`src/lai_map.svh`:
```
// constants for the limit alert interrupt logic
// assumes inclusion by lai_pkg users and the top module
`ifndef LAI_MAP_SVH
`define LAI_MAP_SVH
`define LAI_ARA_ADDR 7'h0c
`define LAI_NUM_SRC 7
`define LAI_STAT1_INT_TEMP 0
`define LAI_STAT1_EXT_TEMP 1
`define LAI_STAT1_SUPPLY 2
`define LAI_STAT2_AIN_LSB 0
`define LAI_STAT_RESET 8'h00
`define LAI_POL_RESET 1'b0
`define LAI_DIS_RESET 1'b0
`endif

```
`src/lai_pkg.sv`:
```
// types for the limit alert interrupt logic
// assumes lai_map.svh constants
package lai_pkg;
    typedef struct packed {
        logic scl;
        logic sda;
    } lai_bus_in_t;
    typedef struct packed {
        logic sda_oe_n;
        logic alert_oe_n;
    } lai_bus_out_t;
    typedef enum logic [2:0] {
        LAI_IDLE,
        LAI_ADDR,
        LAI_ACK,
        LAI_SEND,
        LAI_RACK,
        LAI_WAIT
    } lai_state_t;
endpackage

```
`src/lai_ara_responder.sv`:
```
// alert response address responder on the two-wire bus
// assumes scl and sda already synchronised to clk_i
`include "lai_map.svh"
module lai_ara_responder (
    input wire logic clk_i,
    input wire logic rst_n_i,
    input wire logic en_i,
    input wire logic scl_i,
    input wire logic sda_i,
    input wire logic alerting_i,
    input wire logic [6:0] dev_addr_i,
    output logic sda_oe_n_o,
    output logic answered_o
);
    lai_pkg::lai_state_t state_q;
    logic scl_q;
    logic sda_q;
    logic [3:0] bit_q;
    logic [7:0] sh_q;
    logic [7:0] tx_q;
    logic lost_q;
    logic scl_rise;
    logic scl_fall;
    logic start_c;
    logic stop_c;
    assign scl_rise = scl_i & ~scl_q;
    assign scl_fall = ~scl_i & scl_q;
    assign start_c = scl_i & scl_q & sda_q & ~sda_i;
    assign stop_c = scl_i & scl_q & ~sda_q & sda_i;

    always_ff @(posedge clk_i or negedge rst_n_i)
    begin
        if (!rst_n_i)
        begin
            scl_q <= 1'b1;
            sda_q <= 1'b1;
        end
        else if (en_i)
        begin
            scl_q <= scl_i;
            sda_q <= sda_i;
        end
    end

    always_ff @(posedge clk_i or negedge rst_n_i)
    begin
        if (!rst_n_i)
        begin
            state_q <= lai_pkg::LAI_IDLE;
            bit_q <= 4'h0;
            sh_q <= 8'h00;
            tx_q <= 8'hff;
            lost_q <= 1'b0;
            sda_oe_n_o <= 1'b1;
            answered_o <= 1'b0;
        end
        else if (en_i)
        begin
            answered_o <= 1'b0;
            if (start_c)
            begin
                state_q <= lai_pkg::LAI_ADDR;
                bit_q <= 4'h0;
                sda_oe_n_o <= 1'b1;
            end
            else if (stop_c)
            begin
                state_q <= lai_pkg::LAI_IDLE;
                sda_oe_n_o <= 1'b1;
            end
            else
            begin
                unique case (state_q)
                    lai_pkg::LAI_IDLE, lai_pkg::LAI_WAIT:
                    begin
                        sda_oe_n_o <= 1'b1;
                    end
                    lai_pkg::LAI_ADDR:
                    begin
                        if (scl_rise)
                        begin
                            sh_q <= {sh_q[6:0], sda_i};
                            bit_q <= bit_q + 4'h1;
                        end
                        else if (scl_fall && bit_q == 4'h8)
                        begin
                            // address read matches alert response address
                            if (sh_q == {`LAI_ARA_ADDR, 1'b1} && alerting_i)
                            begin
                                sda_oe_n_o <= 1'b0;
                                state_q <= lai_pkg::LAI_ACK;
                            end
                            else
                                state_q <= lai_pkg::LAI_WAIT;
                        end
                    end
                    lai_pkg::LAI_ACK:
                    begin
                        if (scl_fall)
                        begin
                            tx_q <= {dev_addr_i, 1'b1};
                            sda_oe_n_o <= dev_addr_i[6];
                            bit_q <= 4'h1;
                            lost_q <= 1'b0;
                            state_q <= lai_pkg::LAI_SEND;
                        end
                    end
                    lai_pkg::LAI_SEND:
                    begin
                        if (scl_rise && sda_oe_n_o && !sda_i)
                        begin
                            lost_q <= 1'b1;
                        end
                        else if (scl_fall)
                        begin
                            if (lost_q)
                            begin
                                sda_oe_n_o <= 1'b1;
                                state_q <= lai_pkg::LAI_WAIT;
                            end
                            else if (bit_q == 4'h8)
                            begin
                                sda_oe_n_o <= 1'b1;
                                answered_o <= 1'b1;
                                state_q <= lai_pkg::LAI_RACK;
                            end
                            else
                            begin
                                sda_oe_n_o <= tx_q[3'(7 - bit_q)];
                                bit_q <= bit_q + 4'h1;
                            end
                        end
                    end
                    lai_pkg::LAI_RACK:
                    begin
                        if (scl_fall)
                            state_q <= lai_pkg::LAI_WAIT;
                    end
                    default:
                    begin
                        state_q <= lai_pkg::LAI_IDLE;
                    end
                endcase
            end
        end
    end
endmodule

```
`src/lai_alert_top.sv`:
```
// out-of-limit status flags, alert output and alert response
// assumes conversion results arrive with a one-cycle valid strobe on clk_i
`include "lai_map.svh"
module lai_alert_top #(
    parameter int unsigned DATA_W = 10,
    parameter int unsigned AIN_N = 4
) (
    input wire logic clk_i,
    input wire logic rst_n_i,
    input wire logic clk_en_i,
    input wire logic [6:0] dev_addr_i,
    input wire logic two_wire_sel_i,
    input wire logic alert_polarity_select_i,
    input wire logic alert_disable_i,
    input wire logic [AIN_N+2:0] conv_valid_i,
    input wire logic [(AIN_N+3)*DATA_W-1:0] conv_data_i,
    input wire logic [(AIN_N+3)*DATA_W-1:0] limit_high_i,
    input wire logic [(AIN_N+3)*DATA_W-1:0] limit_low_i,
    input wire logic stat1_rd_i,
    input wire logic stat2_rd_i,
    input wire lai_pkg::lai_bus_in_t bus_i,
    output logic [7:0] stat1_o,
    output logic [7:0] stat2_o,
    output logic alert_o,
    output logic alert_oe_n_o,
    output logic sda_o,
    output logic sda_oe_n_o,
    output logic answered_o
);
    localparam int unsigned NS = AIN_N + 3;

    // status register 2 holds at most eight channel flags
    if (AIN_N < 1 || AIN_N > 8)
    begin : g_bad_ain
        $error("analog input count must be 1 to 8");
    end
    if (DATA_W < 1)
    begin : g_bad_width
        $error("data width must be at least 1");
    end

    // ------------------------------------------------------------
    // pin synchronisers
    // ------------------------------------------------------------
    logic [2:0] scl_s;
    logic [2:0] sda_s;
    logic scl_q;
    logic sda_q;
    // clock line: idle high, change taken once stages two and three agree
    always_ff @(posedge clk_i or negedge rst_n_i)
    begin
        if (!rst_n_i)
        begin
            scl_s <= 3'h7;
            scl_q <= 1'b1;
        end
        else if (clk_en_i)
        begin
            scl_s <= {scl_s[1:0], bus_i.scl};
            if (scl_s[1] == scl_s[2])
                scl_q <= scl_s[2];
        end
    end

    // data line: same filter, so both lines keep the same latency
    always_ff @(posedge clk_i or negedge rst_n_i)
    begin
        if (!rst_n_i)
        begin
            sda_s <= 3'h7;
            sda_q <= 1'b1;
        end
        else if (clk_en_i)
        begin
            sda_s <= {sda_s[1:0], bus_i.sda};
            if (sda_s[1] == sda_s[2])
                sda_q <= sda_s[2];
        end
    end

    // ------------------------------------------------------------
    // limit compare and status flags
    // ------------------------------------------------------------
    function automatic logic out_of_limit(input logic [DATA_W-1:0] v, input logic [DATA_W-1:0] hi,
                                          input logic [DATA_W-1:0] lo);
        out_of_limit = (v > hi) || (v < lo);
    endfunction

    logic [NS-1:0] flag_q;
    logic [NS-1:0] oor_q;
    logic [NS-1:0] read_q;
    logic [NS-1:0] hit_c;
    logic [NS-1:0] ok_c;
    logic [NS-1:0] rd_c;
    always_comb
    begin
        for (int i = 0; i < NS; i++)
        begin
            hit_c[i] = conv_valid_i[i] &&
                out_of_limit(conv_data_i[i*DATA_W +: DATA_W], limit_high_i[i*DATA_W +: DATA_W],
                             limit_low_i[i*DATA_W +: DATA_W]);
            ok_c[i] = conv_valid_i[i] && !hit_c[i];
            rd_c[i] = (i < 3) ? stat1_rd_i : stat2_rd_i;
        end
    end

    // ------------------------------------------------------------
    // out-of-range tracking
    // ------------------------------------------------------------
    always_ff @(posedge clk_i or negedge rst_n_i)
    begin
        if (!rst_n_i)
        begin
            oor_q <= '0;
        end
        else if (clk_en_i)
        begin
            for (int i = 0; i < NS; i++)
            begin
                if (hit_c[i])
                    oor_q[i] <= 1'b1;
                else if (ok_c[i])
                    oor_q[i] <= 1'b0;
            end
        end
    end

    // ------------------------------------------------------------
    // status read tracking
    // ------------------------------------------------------------
    always_ff @(posedge clk_i or negedge rst_n_i)
    begin
        if (!rst_n_i)
        begin
            read_q <= '0;
        end
        else if (clk_en_i)
        begin
            for (int i = 0; i < NS; i++)
            begin
                // a read before the violation does not count
                if (hit_c[i])
                    read_q[i] <= 1'b0;
                else if (rd_c[i] && flag_q[i])
                    read_q[i] <= 1'b1;
            end
        end
    end

    // ------------------------------------------------------------
    // latched flags
    // ------------------------------------------------------------
    always_ff @(posedge clk_i or negedge rst_n_i)
    begin
        if (!rst_n_i)
        begin
            flag_q <= '0;
        end
        else if (clk_en_i)
        begin
            for (int i = 0; i < NS; i++)
            begin
                // a hit in the same cycle beats a clear
                if (hit_c[i])
                    flag_q[i] <= 1'b1;
                else if ((ok_c[i] || !oor_q[i]) && (read_q[i] || rd_c[i]))
                    flag_q[i] <= 1'b0;
            end
        end
    end

    // ------------------------------------------------------------
    // status registers
    // ------------------------------------------------------------
    always_ff @(posedge clk_i or negedge rst_n_i)
    begin
        if (!rst_n_i)
        begin
            stat1_o <= `LAI_STAT_RESET;
            stat2_o <= `LAI_STAT_RESET;
        end
        else if (clk_en_i)
        begin
            stat1_o <= `LAI_STAT_RESET;
            stat2_o <= `LAI_STAT_RESET;
            stat1_o[`LAI_STAT1_INT_TEMP] <= flag_q[0];
            stat1_o[`LAI_STAT1_EXT_TEMP] <= flag_q[1];
            stat1_o[`LAI_STAT1_SUPPLY] <= flag_q[2];
            stat2_o[`LAI_STAT2_AIN_LSB +: AIN_N] <= flag_q[NS-1:3];
        end
    end

    // ------------------------------------------------------------
    // alert pin
    // ------------------------------------------------------------
    logic active_c;
    assign active_c = (|flag_q) && !alert_disable_i;
    always_ff @(posedge clk_i or negedge rst_n_i)
    begin
        if (!rst_n_i)
        begin
            alert_o <= 1'b1;
            alert_oe_n_o <= 1'b1;
        end
        else if (clk_en_i)
        begin
            if (two_wire_sel_i)
            begin
                alert_o <= 1'b0;
                alert_oe_n_o <= !active_c;
            end
            else
            begin
                alert_oe_n_o <= 1'b0;
                alert_o <= alert_polarity_select_i ? active_c : !active_c;
            end
        end
    end

    // ------------------------------------------------------------
    // alert response
    // ------------------------------------------------------------
    logic ara_oe_n;
    assign sda_o = 1'b0;
    // responder freezes outside two-wire mode, so never leave the line held low
    assign sda_oe_n_o = ara_oe_n || !two_wire_sel_i;
    lai_ara_responder u_ara (
        .clk_i(clk_i),
        .rst_n_i(rst_n_i),
        .en_i(clk_en_i & two_wire_sel_i),
        .scl_i(scl_q),
        .sda_i(sda_q),
        .alerting_i(active_c),
        .dev_addr_i(dev_addr_i),
        .sda_oe_n_o(ara_oe_n),
        .answered_o(answered_o)
    );
endmodule

```
`config.mk`:
```
export PLATFORM = sky130hd
export DESIGN_NAME = lai_alert_top
export DESIGN_NICKNAME = d
export VERILOG_FILES = /design/src/lai_pkg.sv /design/src/lai_ara_responder.sv /design/src/lai_alert_top.sv
export VERILOG_INCLUDE_DIRS = /design/src
export SDC_FILE = /design/constraint.sdc
export NUM_CORES = 1
export LEC_CHECK = 0
export CORE_UTILIZATION = 30
export DETAILED_ROUTE_END_ITERATION = 7
export DONT_BUFFER_PORTS = 1
export PLACE_DENSITY_LB_ADDON = 0.08
export SLEW_MARGIN = 30
export SYNTH_ARGS = -nofsm -noshare
export SYNTH_HDL_FRONTEND = slang
export SYNTH_SLANG_ARGS = --single-unit
```
`constraint.sdc`:
```
create_clock -name clk_i -period 2.3 [get_ports clk_i]
set_input_delay 0.46 -clock clk_i [delete_from_list [all_inputs] [get_ports clk_i]]
set_output_delay 0.46 -clock clk_i [all_outputs]
set_load 0.005 [all_outputs]
```
==> flow_summary.rst <==
.. list-table::
   :header-rows: 1

   * - Metric
     - Value
   * - Total negative setup slack
     - 0 ps
   * - Via count normalized by instance count
     - 5.05
   * - Overall overflow remaining after global route
     - 0
   * - Clock buffer count from CTS
     - 9
   * - # DRC
     - 2
   * - Maximum level of the CTS H-tree
     - 3
   * - Period utilization
     - 0.896
   * - Die height
     - 151 um
   * - First-pass iteration count of the detailed router
     - 6
   * - Most frequently used flop master after synthesis
     - sky130_fd_sc_hd__dfrtp_1
   * - Setup violators final
     - 0
   * - Instance count of the mapped netlist
     - 755
   * - Switching power
     - about 1200 uW
   * - Sinks on Clock Net
     - 65
   * - Data arrival time of the worst path
     - between 2000 and 2500 ps
   * - Total Nets Final
     - roughly 1100
   * - Number of flops mapped to enable cells by yosys
     - 0
   * - Post-synthesis async set-or-reset flop share
     - 1.00
   * - Critical Path Sink Type
     - flop
   * - Share of total power in the clock network
     - 0.340
   * - Fillcell total
     - approximately 2300
   * - Total number of placement rows
     - 54
   * - Status
     - finished, violations left
   * - Switching power share of the total
     - 0.306
   * - Half-perimeter wire length after placement
     - 13500 um
   * - Combined global-route utilization of all metal layers
     - 0.141
   * - Fmax
     - just under 500 MHz
   * - ANT nets after route
     - 0
   * - Final hold slack
     - around 9.4 ps
   * - Initial standard-cell utilization of the core
     - 0.305
   * - Iteration-0 DRC count of the detailed router
     - 142
   * - Worst Path Max Fanout
     - 6
   * - Post-synthesis cell type count
     - 62
   * - CTS clock-pin slew for the worst setup and hold paths
     - 60 ps
   * - Worst Path Class, Setup
     - reg2reg
   * - Die Footprint
     - between 20000 and 25000 um^2
   * - Post-route minimum period
     - roughly 2100 ps
   * - Via count
     - ~5200
   * - Critical path's largest stage delay
     - approximately 440 ps
   * - Violations in the final reports
     - DRC
   * - Clock latency reported for the late side of the worst-skew pair
     - between 300 and 400 ps
   * - IR Drop Worst-Case VDD
     - about 210 uV
   * - Critical path, cell by cell
     - inv_1, ha_1, and3b_1, nor3_1, o21bai_1, or3_1, o311ai_1
   * - Fraction of layout instances using a drive strength above 1
     - 0.108
   * - Share of the synthesized area in the top cell type
     - 0.255
   * - Synthesized flop and latch total
     - 65
   * - Number of ports placed on the die boundary
     - roughly 260
   * - Transition at the pin with the smallest max-transition slack
     - 520 ps
   * - Number of antenna violations at the first check in global routing
     - 0
   * - Global-route wire length before repair
     - approximately 26000 um
   * - Number of hold violations in the final report
     - 0
   * - Part of the Yosys area used for sequential elements
     - 0.249
   * - Type of element launching the critical path
     - flop
   * - Part of the total power dissipated in combinational logic
     - 0.250
   * - CTS tree
     - yes
   * - Area growth from synthesis to final layout
     - 7.90%
   * - Final GP Congestion
     - between 0.8 and 0.9
   * - Synth Cell Area
     - ~6600 um^2
   * - Clock buffer depth
     - 2
   * - Fraction of power consumed by sequential logic
     - 0.411
   * - Max-slew headroom at the worst pin
     - 0.651
   * - Crit path max-delay cell type
     - sky130_fd_sc_hd__or3_1
   * - Largest cells by area after synthesis
     - sky130_fd_sc_hd__ha_1 25%, sky130_fd_sc_hd__dfrtp_1 17%, sky130_fd_sc_hd__inv_1 8.8%
   * - Clock Tree Root
     - sky130_fd_sc_hd__clkbuf_16
   * - Most common library cells after synthesis
     - 155 x sky130_fd_sc_hd__inv_1, 135 x sky130_fd_sc_hd__ha_1, 49 x sky130_fd_sc_hd__nand2_1
   * - Pins over their slew limit
     - 0
   * - RSZ-0062 raised after global routing
     - no
   * - Maximum number of pins on one net before global-route repair
     - 66
   * - Vias in the first global route
     - 5531
   * - Most frequent cell after synthesis
     - sky130_fd_sc_hd__inv_1
   * - Warning count from the yosys run
     - 0
   * - Total power divided by cell area
     - between 500 and 600 nW/um^2
   * - Total of max-cap violations
     - 0
   * - Antenna diode count
     - 0
   * - Avg Synthesized Cell Area
     - 8.79 um^2
   * - P_int
     - approximately 2600 uW
   * - Width of the die
     - 151 um
   * - Average detailed-routed wire length per instance
     - between 15 and 20 um
   * - Total length of routed wires
     - roughly 16000 um
   * - Worst clock skew
     - 8.53 ps
   * - Tightest Hold Check Type
     - in2async
   * - Dominant cell type by area after synthesis
     - sky130_fd_sc_hd__ha_1
   * - Core region area
     - between 20000 and 25000 um^2
   * - Number of input and output port buffers inserted
     - 0
   * - Endpoint required time on the critical path
     - 2530 ps
   * - Number of buffers added for setup after CTS
     - 0
   * - Static Leakage
     - about 0.0038 uW
what timing repair did:
item,CTS,global route
setup endpoints to repair,0,1
hold buffers,1,0
gates resized for setup,0,1
hold endpoints to repair,65,0
flip-flops by register name, indices dropped and copies added, names as in the netlist, 4 cells and up:
name / count
flag_q: 7
oor_q: 7
read_q: 7
stat2_o: 4
u_ara.bit_q: 4
u_ara.sh_q: 8
u_ara.tx_q: 7
cells by family after synthesis:
| family | count (synthesis) | share of synthesized area |
|---|---|---|
| AND/OR/NAND/NOR | 172 | 0.142 |
| multiplexers | 32 | 0.0558 |
| XOR/XNOR | 4 | 0.00528 |
| AO/OA/AOI/OAI | 167 | 0.178 |
| other | 1 | 0.000565 |
| flip-flops | 65 | 0.249 |
| buffers and inverters | 179 | 0.115 |
| adder cells (fa/ha/maj) | 135 | 0.255 |
path summary, 6_finish.rpt:
check	from	to	slack, ps	cells after the start
max	u_ara.bit_q[1]$_DFFE_PN0P_	u_ara.bit_q[3]$_DFFE_PN0P_	240	7
max in group asynchronous	rst_n_i	sda_s[1]$_DFFE_PN1P_	1970	1
min	rst_n_i	u_ara.bit_q[3]$_DFFE_PN0P_	9	1
max reg2reg	u_ara.bit_q[1]$_DFFE_PN0P_	u_ara.bit_q[3]$_DFFE_PN0P_	240	7
min reg2reg	u_ara.sda_q$_DFFE_PN1P_	u_ara.sda_q$_DFFE_PN1P_	490	2
min in group clk_i	clk_en_i	alert_oe_n_o$_DFFE_PN1P_	220	1
power by group through the flow:
| stage | Clock [uW] | Sequential [uW] | Combinational [uW] |
|---|---|---|---|
| after CTS | 1330 | 1550 | 959 |
| after global placement | 0 | 1560 | 907 |
| after detailed placement | 0 | 1570 | 922 |
| after floorplan | 0 | 1470 | 820 |
| final | 1280 | 1550 | 939 |
| after global routing | 1380 | 1580 | 1110 |
area by class of cell:
class | count | area (um^2) | area share
inverters | 155 | 582 | 0.0813
clock buffers | 13 | 260 | 0.0364
multi-input cells | 520 | 4260 | 0.595
flip-flops and latches | 65 | 1650 | 0.231
repair buffers | 3 | 42.5 | 0.00594
clock inverters | 3 | 15.0 | 0.00210
well taps | 280 | 350 | 0.0489
layer usage:
layer / vias to the layer above / GRT usage / part of all wire
met2: 150 / 0.254 / 0.50
met5: - / 0 / 0
met3: 13 / 0.0336 / 0.053
li1: 2657 / - / -
met4: 0 / 0.0370 / 0.012
met1: 2429 / 0.165 / 0.43
metrics by stage:
step	power, uW	setup slack, ps	cell area, um^2	std cells	utilization
after CTS	3840	184	7160	1039	0.329
after global placement	2470	261	6860	1022	0.315
after global routing	4060	45.3	7160	1039	0.329
after floorplan	2290	300	6670	764	-
final	3770	239	7160	1039	0.329
after detailed placement	2490	199	6860	1022	0.315
cells in the final DEF, fill, tap and decap left out, types with 3 or more instances in the layout:
cell,netlist,final
sky130_fd_sc_hd__o211ai_1,3,3
sky130_fd_sc_hd__a31o_2,8,8
sky130_fd_sc_hd__nand2_1,49,49
sky130_fd_sc_hd__clkbuf_16,0,9
sky130_fd_sc_hd__o22ai_1,3,3
sky130_fd_sc_hd__nor4_1,4,4
sky130_fd_sc_hd__mux2_2,30,30
sky130_fd_sc_hd__a211o_1,4,4
sky130_fd_sc_hd__o221ai_1,8,8
sky130_fd_sc_hd__or4_1,4,4
sky130_fd_sc_hd__nor2b_1,11,11
sky130_fd_sc_hd__a41oi_1,4,4
sky130_fd_sc_hd__a311o_1,3,3
sky130_fd_sc_hd__a31oi_1,3,3
sky130_fd_sc_hd__clkinv_2,0,3
sky130_fd_sc_hd__a21oi_1,44,44
sky130_fd_sc_hd__nor3_1,4,4
sky130_fd_sc_hd__conb_1,1,10
sky130_fd_sc_hd__a211oi_1,8,8
sky130_fd_sc_hd__dfrtp_1,45,44
sky130_fd_sc_hd__nand2b_1,17,17
sky130_fd_sc_hd__nor2_1,16,16
sky130_fd_sc_hd__ha_1,135,135
sky130_fd_sc_hd__nand3_1,25,25
sky130_fd_sc_hd__xor2_1,4,4
sky130_fd_sc_hd__a21o_1,24,24
sky130_fd_sc_hd__and4_1,7,7
sky130_fd_sc_hd__a2111o_1,6,6
sky130_fd_sc_hd__a2111oi_0,5,5
sky130_fd_sc_hd__o2111ai_1,7,7
sky130_fd_sc_hd__nand4_1,11,11
sky130_fd_sc_hd__inv_1,155,155
sky130_fd_sc_hd__o21ai_0,25,25
sky130_fd_sc_hd__and3_1,9,9
sky130_fd_sc_hd__dfstp_2,20,20
critical path: cells and delay by family, from the launching register on:
kind / cells / cell delay (ps)
buffers and inverters: 1 / 90
adder cells (fa/ha/maj): 1 / 170
AND/OR/NAND/NOR: 3 / 850
flip-flops: 1 / 410
AO/OA/AOI/OAI: 2 / 440
(Power assumes the default switching activity.)
